### config.mk
export PLATFORM = sky130hd
export DESIGN_NAME = slmc_mode_control
export DESIGN_NICKNAME = d
export VERILOG_FILES = /design/src/core/slmc_pkg.sv /design/src/core/slmc_mode_control.sv
export SDC_FILE = /design/constraint.sdc
export NUM_CORES = 1
export LEC_CHECK = 0
export ABC_CLOCK_PERIOD_IN_PS = 2800
export BUFFER_PORTS_ARGS = -buffer_cell sky130_fd_sc_hd__buf_2
export CORE_MARGIN = 4
export CORE_UTILIZATION = 51
export CTS_CLUSTER_DIAMETER = 80
export CTS_CLUSTER_SIZE = 8
export DETAILED_ROUTE_END_ITERATION = 12
export PLACE_DENSITY = 0.76
export SLEW_MARGIN = 20
export SYNTH_ARGS = -nofsm -noshare
export SYNTH_HDL_FRONTEND = slang
export SYNTH_SLANG_ARGS = --single-unit
### constraint.sdc
create_clock -name clk_in -period 2.8 [get_ports clk_in]
set_input_delay 0.28 -clock clk_in [delete_from_list [all_inputs] [get_ports clk_in]]
set_output_delay 0.28 -clock clk_in [all_outputs]
set_load 0.01 [all_outputs]
### src/core/slmc_pkg.sv
/*
 * Shared constants and types of the line interface mode control.
 * Assumes a 10 MHz logic clock and pins already at logic levels.
 */
`default_nettype none

package slmc_pkg;

   // ****************************************
   // Operating modes, one-hot
   // ****************************************
   typedef enum logic [3:0] {
      SLMC_ST_PDOWN  = 4'h1,
      SLMC_ST_HIZ    = 4'h2,
      SLMC_ST_ACTIVE = 4'h4,
      SLMC_ST_RING   = 4'h8
   } slmc_state_type;

   // ****************************************
   // Carriers
   // ****************************************
   // Pins as they arrive, and after each synchroniser stage
   typedef struct packed {
      logic power_down_input;
      logic mode_select_bit_a;
      logic mode_select_bit_b;
      logic polarity_ring_bit;
      logic gain_select;
      logic metering_tone_clock;
      logic ext_switch_clock;
      logic temp_above_limit;
      logic temp_below_hyst;
      logic offhook_detect;
      logic ring_trip_detect;
   } slmc_pins_type;

   // Line stage controls
   typedef struct packed {
      logic driver_on;
      logic wires_hiz;
      logic detector_on;
      logic tx_path_on;
      logic battery_ring;
      logic metering_on;
   } slmc_line_ctrl_type;

   // Transmission gain set
   typedef struct packed {
      logic signed [4:0] rx_gain_db;
      logic signed [4:0] tx_gain_db;
      logic [5:0] zsynth_scale;
   } slmc_gain_type;

   // ****************************************
   // Figures and timing
   // ****************************************
   localparam logic signed [4:0] SLMC_RX_DB_LOW = 5'sh00;
   localparam logic signed [4:0] SLMC_RX_DB_HIGH = 5'sh06;
   localparam logic signed [4:0] SLMC_TX_DB_LOW = -5'sh06;
   localparam logic signed [4:0] SLMC_TX_DB_HIGH = -5'sh0c;
   localparam logic [5:0] SLMC_SCALE_LOW = 6'h32;
   localparam logic [5:0] SLMC_SCALE_HIGH = 6'h19;
   localparam logic signed [7:0] SLMC_VBAT_IDLE = -8'sh32;
   localparam logic signed [7:0] SLMC_VBAT_RING = -8'sh46;
   localparam int SLMC_CLK_KHZ = 10000;
   localparam int SLMC_SWCLK_KHZ = 125;
   localparam int SLMC_SWCLK_HALF_CYC = SLMC_CLK_KHZ / (2 * SLMC_SWCLK_KHZ);
   localparam int SLMC_SETTLE_NS = 500;
   localparam int SLMC_SETTLE_CYC = (SLMC_SETTLE_NS * SLMC_CLK_KHZ + 999999) / 1000000;
   localparam logic [3:0] SLMC_SETTLE_RST = 4'h0;
   localparam logic [6:0] SLMC_DIV_RST = 7'h00;

endpackage : slmc_pkg

`default_nettype wire

### src/core/slmc_mode_control.sv
/*
 * Mode control of a subscriber line interface: decodes the parallel
 * mode pins, drives the line stage controls, hook status, reversal
 * ramp, metering envelope, battery target and converter clock.
 * Assumes every pin input is asynchronous to clk_in and that the
 * analog stages act on the registered control outputs.
 */
// Notes on behaviour
// - Both mode bits low: power-down input low is power down, high is hi-z.
// - Power-down high, bit B set: active; A adds metering; polarity bit selects.
// - A high, B low is ring; polarity follows each controller toggle.
// - Hook status output is active low.
// - Converter clock follows external 125 kHz, or internal when strapped.
// - Battery target -50 V normally, -70 V while ring is in effect (not while overheat forces power down).
// - Power down: drivers off, wires high impedance, detectors off.
// - Overtemperature forces power down, then returns to the selected mode.
// - Hi-z mode keeps monitoring and reports off-hook low.
// - Hi-z uses the same off-hook threshold as active.
// - Voice transmission only in active mode.
// - Gain bit picks 0/-6 dB, x50 or +6/-12 dB, x25.
// - Polarity change ramps rather than steps; ramp time is adjustable.
// - Bit A gates metering; pulse lasts while set and through the envelope decay; envelope-shaped square wave.
// - Ring trip drives hook status low; controller then leaves ring.
`default_nettype none

module slmc_mode_control
   import slmc_pkg::*;
#(
   parameter int RAMP_W = 8,
   parameter int RAMP_STEP_CYC = 40,
   parameter int ENV_W = 6,
   parameter int ENV_STEP_CYC = 100
) (
   // Clock and reset
   input wire logic clk_in,
   input wire logic resetn_in,
   // Control pins from the line card controller
   input wire logic power_down_input_in,
   input wire logic mode_select_bit_a_in,
   input wire logic mode_select_bit_b_in,
   input wire logic polarity_ring_bit_in,
   input wire logic gain_select_in,
   input wire logic metering_tone_clock_in,
   // Converter clock pin and its strap to the supply filter pin
   input wire logic switch_clock_in,
   input wire logic clock_tied_to_filter_in,
   // Analog supervision
   input wire logic temp_above_limit_in,
   input wire logic temp_below_hyst_in,
   input wire logic offhook_detect_in,
   input wire logic ring_trip_detect_in,
   // Hook status open-drain pin
   output logic hook_status_n_out,
   output logic hook_status_oe_n_out,
   // Line stage and transmission
   output slmc_state_type mode_out,
   output slmc_line_ctrl_type line_ctrl_out,
   output slmc_gain_type gain_out,
   output logic signed [7:0] battery_target_out,
   output logic overheat_out,
   // Reversal ramp and metering
   output logic [RAMP_W-1:0] reversal_ramp_out,
   output logic [ENV_W-1:0] metering_envelope_out,
   output logic metering_pulse_out,
   // Converter switching clock
   output logic switch_clock_out
);

   // ****************************************
   // Input synchronisers
   // ****************************************
   slmc_pins_type pins_raw;
   slmc_pins_type pins_meta;
   slmc_pins_type pins;
   logic strap_meta;
   logic strap;

   assign pins_raw = '{
      power_down_input: power_down_input_in,
      mode_select_bit_a: mode_select_bit_a_in,
      mode_select_bit_b: mode_select_bit_b_in,
      polarity_ring_bit: polarity_ring_bit_in,
      gain_select: gain_select_in,
      metering_tone_clock: metering_tone_clock_in,
      ext_switch_clock: switch_clock_in,
      temp_above_limit: temp_above_limit_in,
      temp_below_hyst: temp_below_hyst_in,
      offhook_detect: offhook_detect_in,
      ring_trip_detect: ring_trip_detect_in
   };

   // Two stages; only the second stage is read by logic
   always_ff @(posedge clk_in) begin
      pins_meta <= pins_raw;
      pins <= pins_meta;
      strap_meta <= clock_tied_to_filter_in;
      strap <= strap_meta;
   end

   // ****************************************
   // Mode pin settling
   // ****************************************
   // Several pins may change on different edges; act only once stable
   logic [2:0] cmd_now;
   logic [2:0] cmd_prev;
   logic [3:0] settle_cnt;
   logic [3:0] next_settle_cnt;
   logic settled;

   assign cmd_now = {pins.power_down_input, pins.mode_select_bit_a,
                     pins.mode_select_bit_b};
   // Needs an unchanged code too, or the first cycle of a new code would load
   assign settled = (settle_cnt == 4'(SLMC_SETTLE_CYC)) && (cmd_now == cmd_prev);
   assign next_settle_cnt = (cmd_now != cmd_prev) ? SLMC_SETTLE_RST :
                            settled ? settle_cnt : settle_cnt + 4'h1;

   // Settle counter restarts on any change of the mode pins
   always_ff @(posedge clk_in) begin
      if (!resetn_in) begin
         cmd_prev <= 3'h0;
         settle_cnt <= SLMC_SETTLE_RST;
      end else begin
         cmd_prev <= cmd_now;
         settle_cnt <= next_settle_cnt;
      end
   end

   // ****************************************
   // Mode decode
   // ****************************************
   // Undefined codes with power-down low fall back to power down
   logic dec_pdown;
   logic dec_hiz;
   logic dec_active;
   logic dec_ring;
   slmc_state_type dec_state;

   assign dec_pdown = !cmd_now[2];
   assign dec_hiz = cmd_now[2] && !cmd_now[1] && !cmd_now[0];
   assign dec_active = cmd_now[2] && cmd_now[0];
   assign dec_ring = cmd_now[2] && cmd_now[1] && !cmd_now[0];
   assign dec_state = dec_pdown ? SLMC_ST_PDOWN :
                      dec_hiz ? SLMC_ST_HIZ :
                      dec_ring ? SLMC_ST_RING : SLMC_ST_ACTIVE;

   // ****************************************
   // Selected mode and thermal override
   // ****************************************
   slmc_state_type sel_state;
   slmc_state_type eff_state;
   logic overheat;
   logic next_overheat;

   // Overheat sets above the limit, clears only below the hysteresis
   assign next_overheat = pins.temp_above_limit ? 1'b1 :
                          pins.temp_below_hyst ? 1'b0 : overheat;
   // Selected mode is kept, so cooling resumes it automatically
   assign eff_state = overheat ? SLMC_ST_PDOWN : sel_state;

   always_ff @(posedge clk_in) begin
      if (!resetn_in) begin
         sel_state <= SLMC_ST_PDOWN;
         overheat <= 1'b0;
      end else begin
         if (settled) begin
            sel_state <= dec_state;
         end
         overheat <= next_overheat;
      end
   end

   // ****************************************
   // Line stage controls and gains
   // ****************************************
   slmc_line_ctrl_type next_line_ctrl;
   slmc_gain_type next_gain;
   logic in_pdown;
   logic in_hiz;
   logic in_active;
   logic in_ring;

   assign in_pdown = (eff_state == SLMC_ST_PDOWN);
   assign in_hiz = (eff_state == SLMC_ST_HIZ);
   assign in_active = (eff_state == SLMC_ST_ACTIVE);
   assign in_ring = (eff_state == SLMC_ST_RING);

   assign next_line_ctrl.driver_on = !in_pdown;
   assign next_line_ctrl.wires_hiz = in_pdown;
   assign next_line_ctrl.detector_on = !in_pdown;
   assign next_line_ctrl.tx_path_on = in_active;
   assign next_line_ctrl.battery_ring = in_ring;
   assign next_line_ctrl.metering_on = in_active && pins.mode_select_bit_a;

   // Gain table applies to the active transmission path
   assign next_gain.rx_gain_db = pins.gain_select ? SLMC_RX_DB_HIGH : SLMC_RX_DB_LOW;
   assign next_gain.tx_gain_db = pins.gain_select ? SLMC_TX_DB_HIGH : SLMC_TX_DB_LOW;
   assign next_gain.zsynth_scale = pins.gain_select ? SLMC_SCALE_HIGH : SLMC_SCALE_LOW;

   always_ff @(posedge clk_in) begin
      if (!resetn_in) begin
         mode_out <= SLMC_ST_PDOWN;
         line_ctrl_out <= '{default: 1'b0, wires_hiz: 1'b1};
         gain_out <= '{SLMC_RX_DB_LOW, SLMC_TX_DB_LOW, SLMC_SCALE_LOW};
         battery_target_out <= SLMC_VBAT_IDLE;
         overheat_out <= 1'b0;
      end else begin
         mode_out <= eff_state;
         line_ctrl_out <= next_line_ctrl;
         gain_out <= next_gain;
         battery_target_out <= in_ring ? SLMC_VBAT_RING : SLMC_VBAT_IDLE;
         overheat_out <= overheat;
      end
   end

   // ****************************************
   // Hook status
   // ****************************************
   // One detector threshold serves hi-z and active alike
   logic hook_detect;

   assign hook_detect = ((in_hiz || in_active) && pins.offhook_detect)
                        || (in_ring && pins.ring_trip_detect);

   // Open drain: enable low only while pulling the pin low
   always_ff @(posedge clk_in) begin
      if (!resetn_in) begin
         hook_status_n_out <= 1'b1;
         hook_status_oe_n_out <= 1'b1;
      end else begin
         hook_status_n_out <= !hook_detect;
         hook_status_oe_n_out <= !hook_detect;
      end
   end

   // ****************************************
   // Polarity reversal ramp
   // ****************************************
   // Step period stands in for the timing capacitor
   localparam logic [RAMP_W-1:0] RAMP_TOP = '1;
   logic pol_target;
   logic [15:0] ramp_div;
   logic ramp_tick;
   logic [RAMP_W-1:0] next_ramp;

   assign ramp_tick = (ramp_div == 16'(RAMP_STEP_CYC - 1));
   // Reversed polarity heads for the top, normal for zero
   assign next_ramp = !ramp_tick ? reversal_ramp_out :
                      (pol_target && reversal_ramp_out != RAMP_TOP) ?
                         reversal_ramp_out + RAMP_W'(1) :
                      (!pol_target && reversal_ramp_out != '0) ?
                         reversal_ramp_out - RAMP_W'(1) : reversal_ramp_out;

   always_ff @(posedge clk_in) begin
      if (!resetn_in) begin
         pol_target <= 1'b0;
         ramp_div <= 16'h0000;
         reversal_ramp_out <= '0;
      end else begin
         // Bit is ignored in power down and hi-z; target holds
         if (in_active || in_ring) begin
            pol_target <= pins.polarity_ring_bit;
         end
         ramp_div <= ramp_tick ? 16'h0000 : ramp_div + 16'h0001;
         reversal_ramp_out <= next_ramp;
      end
   end

   // ****************************************
   // Metering envelope and pulse
   // ****************************************
   // Envelope rises while bit A holds in active mode, then decays; tone comes from outside
   localparam logic [ENV_W-1:0] ENV_TOP = '1;
   logic [15:0] env_div;
   logic env_tick;
   logic [ENV_W-1:0] next_env;

   assign env_tick = (env_div == 16'(ENV_STEP_CYC - 1));
   assign next_env = !env_tick ? metering_envelope_out :
                     (next_line_ctrl.metering_on && metering_envelope_out != ENV_TOP) ?
                        metering_envelope_out + ENV_W'(1) :
                     (!next_line_ctrl.metering_on && metering_envelope_out != '0) ?
                        metering_envelope_out - ENV_W'(1) : metering_envelope_out;

   always_ff @(posedge clk_in) begin
      if (!resetn_in) begin
         env_div <= 16'h0000;
         metering_envelope_out <= '0;
         metering_pulse_out <= 1'b0;
      end else begin
         env_div <= env_tick ? 16'h0000 : env_div + 16'h0001;
         metering_envelope_out <= next_env;
         // Tone needed through rise and decay, not only while A holds
         metering_pulse_out <= pins.metering_tone_clock
                               && (metering_envelope_out != '0);
      end
   end

   // ****************************************
   // Converter switching clock
   // ****************************************
   // Internal divider keeps the converter running with no external clock
   logic [6:0] sw_div;
   logic sw_int;
   logic sw_wrap;

   assign sw_wrap = (sw_div == 7'(SLMC_SWCLK_HALF_CYC - 1));

   always_ff @(posedge clk_in) begin
      if (!resetn_in) begin
         sw_div <= SLMC_DIV_RST;
         sw_int <= 1'b0;
         switch_clock_out <= 1'b0;
      end else begin
         sw_div <= sw_wrap ? SLMC_DIV_RST : sw_div + 7'h01;
         if (sw_wrap) begin
            sw_int <= !sw_int;
         end
         switch_clock_out <= strap ? sw_int : pins.ext_switch_clock;
      end
   end

endmodule : slmc_mode_control

`default_nettype wire

### Yosys cells after proc, flatten, opt, wreduce, memory -nomap -nowiden

Index checks and enable logic that the tools add are counted.

| operators by class | value |
|---|---|
| shift-type cells | 0 |
| divide/modulo/power cells | 0 |
| add/sub/neg operators | 8 |
| bitwise logic cells | 1 |
| muxes and demuxes | 15 |
| equality and inequality tests | 12 |
| reductions and logical operators | 34 |
| order comparisons | 0 |
| $mul | 0 |

Operators with widths:

| operator | count |
|---|---|
| adder 16 x 1 -> 16 bit (second input constant) | 2 |
| 2-to-1 mux 4 bit | 5 |
| 2-to-1 mux 6 bit | 3 |
| == test 16 x 6 -> 1 bit (second input constant) | 1 |
| == test 16 x 7 -> 1 bit (second input constant) | 1 |
| 2-to-1 mux 8 bit | 2 |
| logical AND 1 bit | 13 |
| adder 8 x 1 -> 8 bit (second input constant) | 1 |
| == test 4 x 3 -> 1 bit (second input constant) | 2 |
| inequality test 8 bit (second input constant) | 1 |
| nonzero test 8 bit | 1 |
| OR reduction 2 bit | 4 |
| subtractor 8 x 1 -> 8 bit (second input constant) | 1 |
| adder 7 x 1 -> 7 bit (second input constant) | 1 |
| == test 7 x 6 -> 1 bit (second input constant) | 1 |
| logical NOT 1 bit | 7 |
| 2-to-1 mux 7 bit | 1 |
| adder 6 x 1 -> 6 bit (second input constant) | 1 |
| inequality test 6 bit (second input constant) | 1 |
| nonzero test 2 bit | 3 |
| nonzero test 6 bit | 1 |
| subtractor 6 x 1 -> 6 bit (second input constant) | 1 |
| adder 4 x 1 -> 4 bit (second input constant) | 1 |
| == test 4 x 1 -> 1 bit (second input constant) | 1 |
| 9 further kinds | 14 |

| storage, ports and cells | value |
|---|---|
| memories | 0 |
| flip-flop bits (word level) | 128 |
| memory bits (writable) | 0 |
| bits in latches | 0 |
| memory bits (read-only) | 0 |
| word-level logic and storage cells | 119 |

### Logic depth before layout (Yosys ltp)

| depth | value |
|---|---|
| word-level depth | 7 |
| gate-level depth with buffers | 9 |
| depth with buffers taken out | 9 |

### Worst setup path after synthesis

Ideal clock, no wire load.

| timing | value |
|---|---|
| kind | register to register |
| start | register reversal_ramp_out[0] |
| end | register reversal_ramp_out[6] |
| required time | 2.665 ns |
| arrival time | 2.581 ns |
| path slack | 0.084 ns |
| stages on the path, launching flop included | 9 |
| cell sequence | dfxtp_1 -> nand4_1 -> o21ai_0 -> ha_1 -> a21o_1 -> a311o_1 -> a21oi_1 -> xor2_1 -> o22ai_1 |

| on the way | value |
|---|---|
| word-level cells in the longest chain between the ends | 4 |
| elaborated cells on any way between the ends | 10 |
| those cells by class | add/sub: 2; eq/ne: 1; mux: 2; reduce/logical: 5 |

Ends and longest elaborated chain:

| element | line | RTL |
|---|---|---|
| from (decl) | slmc_mode_control.sv:62 | `output logic [RAMP_W-1:0] reversal_ramp_out,` |
| from (signal assigned) | slmc_mode_control.sv:264 | `reversal_ramp_out <= next_ramp;` |
| branches (longest 4 deep; another with subtractor 8 x 1 -> 8 bit) | - |  |

Several ways; the timed one is not identified. The select of a mux whose other input is x is not followed.
A chain may end at the register's enable or synchronous reset.

### Final worst setup path

| timing | value |
|---|---|
| start | register sel_state[0] |
| end | register metering_envelope_out[5] |

| on the way | value |
|---|---|
| word-level cells in the longest chain between the ends | 7 |
| elaborated cells on any way between the ends | 9 |
| those cells by class | eq/ne: 1; mux: 2; reduce/logical: 6 |

Ends and longest elaborated chain:

| element | line | RTL |
|---|---|---|
| from (decl) | slmc_mode_control.sv:149 | `slmc_state_type sel_state;` |
| from (signal assigned) | slmc_mode_control.sv:166 | `sel_state <= dec_state;` |
| 2-to-1 mux 4 bit * | slmc_mode_control.sv:158 | `assign eff_state = overheat ? SLMC_ST_PDOWN : sel_state;` |
| == test 4 x 3 -> 1 bit * | slmc_mode_control.sv:184 | `assign in_active = (eff_state == SLMC_ST_ACTIVE);` |
| logical AND 1 bit * | slmc_mode_control.sv:192 | `assign next_line_ctrl.metering_on = in_active && pins.mode_select_bit_a;` |
| logical NOT 1 bit | slmc_mode_control.sv:281 | `(!next_line_ctrl.metering_on && metering_envelope_out != '0) ?` |
| logical AND 1 bit | slmc_mode_control.sv:281 |  |
| nonzero test 2 bit (no source line) | - |  |
| AND reduction 2 bit (no source line) | - |  |
| to (signal assigned) | slmc_mode_control.sv:291 | `metering_envelope_out <= next_env;` |
| to (decl) | slmc_mode_control.sv:63 | `output logic [ENV_W-1:0] metering_envelope_out,` |

Every way passes the cells marked *; elsewhere a longest branch is shown, timed or not.

==> impl_results.md <==
- Total number of vias: 3081
- Worst-Margin Slew: 587 ps
- Via/cell ratio: 5.02
- Hold Fails Final Rpt: 0
- Final setup viols: 0
- Post-Syn Instances: 447
- Total track usage: 15.9%
- Number of antenna violations at the first check in global routing: 0
- Seq/Total Area, Yosys: 49.7%
- DP Worst Slack: 93.0 ps
- Synth top area cells: dfxtp_1, nor2_1, xor2_1
- Crit path kind: reg -> reg
- Final antenna-violating net count: 0
- Grt ovf: 0
- Status: complete, no violations
- I/O Buffers: 55
- FMAX: 369 MHz
- RSZ-0062 raised after global routing: no
- Worst Path Arrival: 2990 ps
- Switching Fraction: 22.2%
- Boundary pin count: 67
- Period Utilization, post-route: 96.7%
- Fraction of layout cells with a size suffix above 1: 16.7%
- Routed WL: 7630 µm
- Peak supply drop: 0.251 mV
- Min Clock Period, post-route: 2710 ps
- First-pass GRT wire length: 13100 µm
- Max-cap violations: 0
- Clock power share: 34.4%
- FP Rows: 33
- Relative slew margins: 60.5%
- Setup repair bufs after CTS: 0
- Synth top area share: 49.7%
- Vias in the first global route: 3032
- DR WL/cell: 12.4 µm
- Die ar.: 9990 µm²
- CTS Root Buffer Type: clkbuf_8
- Asr flop ratio synth: 0%
- Lkg Pwr: 2.04 nW
- Dpl cells: 593
- Setup TNS: 0 ps
- Sink Count: 107
- Setup WS post-layout: 91.5 ps
- CTS tree: built
- Power share of the combinational group: 3.4%
- Non-Filler Instances: 614
- Required time of the critical path: 3080 ps
- Hold WS: 20.7 ps
- Internal power: 0.00197 W
- Synth top cells by count: dfxtp_1, nor2_1, nand2_1
- Worst Skew: 10.8 ps
- DRT Pass-1 Iters: 4
- Starting Density: 52.5%
- DR DRC count: 0
- Post-synth EDFFs: 0
- Core Area: 8220 µm²
- Critical path endpoint category: register
- Die height: 100 µm
- Synthesized area per cell: 9.65 µm²
- Detailed placement HPWL: 5630 µm
- PD cells: 522 nW/µm²
- Largest net degree at the start of global routing: 26
- Clk_lat worst skew: 360 ps
- Cts bufs inserted: 9
- Most common cell in the synthesized netlist: dfxtp_1
- Synth area leader: dfxtp_1
- Worst-path fanout max: 5
- Seq pwr share: 62.2%
- Hold Crit Class: in -> reg
- Ys Warns: 0
- Htree depth: 3
- Chip Width: 100 µm
- Sw power: 0.000564 W
- Max Slew Vio Count: 0
- Clk slew on worst S/H paths: 90 ps
- Synth Cell Area: 4310 µm²
- Initial DRC Count: 72
- Synth Flop Type: dfxtp_1
- Final GP Congestion: 0.864
- Placed Area: 4610 µm²
- Area grow syn2layout: 12.6%
- Number of diodes: 0
- Setup crit start kind: register
- Clock Path Buffers: 2
- Fin area: 4860 µm²
- Yosys reg bits: 107
- Net count, final: 535
- Synth unique cells: 45
-- cell usage in the layout, fill, tap and decap left out, types with 5 or more instances in the layout --
cell,n
a21oi_1,15
conb_1,11
nand3_1,16
dlygate4sd3_1,5
inv_1,10
xor2_1,26
nor2_1,70
ha_1,15
nand2_1,27
buf_2,55
clkbuf_8,11
dfxtp_1,107
and2_1,5
nand4_1,10
a21o_1,5
nor3_1,5
buf_4,7
o21ai_0,6
mux2i_1,11
nor4_1,10
xnor2_1,24
and3_1,12
-- cells by family after synthesis --
| group | synth area share (%) |
|---|---|
| and+or+nand+nor | 19.9 |
| muxes | 2.55 |
| DFF | 49.7 |
| AOI/OAI and AO/OA | 6.64 |
| adders and majority gates | 5.28 |
| buffers and inverters | 5.60 |
| other | 0.174 |
| xor gates and xnor gates | 10.2 |
-- flip-flops by register name, summed over array words and instances (netlist names), 2 cells and up --
name	count
ramp_div	16
pins_meta	11
mode_out	4
env_div	16
metering_envelope_out	6
line_ctrl_out	4
pins	8
battery_target_out	2
gain_out	2
cmd_prev	3
settle_cnt	4
cmd_now	3
sw_div	7
sel_state	4
reversal_ramp_out	8
-- critical path, stage by stage, from the launching register on --
cell and delay (ps):
dfxtp_1 360, or3_4 390, or2_1 240, or2_2 340, ha_1 320, a211oi_2 240
o21bai_1 100, a21oi_1 180, mux2i_1 260, mux2i_1 200
-- power by group through the flow --
stage | clock network (W) | registers, W | logic (W)
after global routing | 0.000960 | 0.00158 | 0.0000980
final | 0.000873 | 0.00158 | 0.0000858
after floorplan | 0 | 0.00161 | 0.0000694
after CTS | 0.000902 | 0.00158 | 0.0000822
after detailed placement | 0 | 0.00161 | 0.0000810
after global placement | 0 | 0.00161 | 0.0000786
-- timing repair --
| item | 4_1_cts | 5_1_grt |
|---|---|---|
| setup endpoints to repair | 0 | 4 |
| gates resized for setup | 0 | 3 |
| hold buffers | 0 | 5 |
| endpoints found under the hold margin | 0 | 5 |
-- per-layer routing --
metal,GRT usage [%],share of wire (%),vias up
met5,0,0,-
met4,4.52,1.1,0
met3,5.63,7.1,5
met2,27.4,48,71
met1,18.8,44,1406
li1,-,-,1599
-- stage by stage --
step | utilization [%] | total power, W
floorplan | - | 0.00168
global placement | 56.1 | 0.00169
detailed placement | 56.1 | 0.00169
CTS | 58.4 | 0.00256
global route | 59.1 | 0.00264
finish | 59.1 | 0.00254
-- worst paths after layout --
check | start | end | slack [ps] | cells past startpoint
max | sel_state[0]$_SDFFE_PN1P_ | metering_envelope_out[5]$_SDFFE_PN0P_ | 90 | 9
min | metering_tone_clock_in | pins_meta[5]$_DFF_P_ | 20 | 1
max reg2reg | sel_state[0]$_SDFFE_PN1P_ | metering_envelope_out[5]$_SDFFE_PN0P_ | 90 | 9
min reg2reg | pins_meta[6]$_DFF_P_ | pins[6]$_DFF_P_ | 330 | 0
-- final cells by class --
type                       instances  area (µm²)
timing repair buffer              67         378
tap                              105         131
inverter                          11        41.3
clock buffer                      12         155
sequential                       107        2140
fill                             730        3360
multi-input combinational        308        1970
clock inverter                     4        35.0
Note: power is estimated with default switching activity, not from simulation.
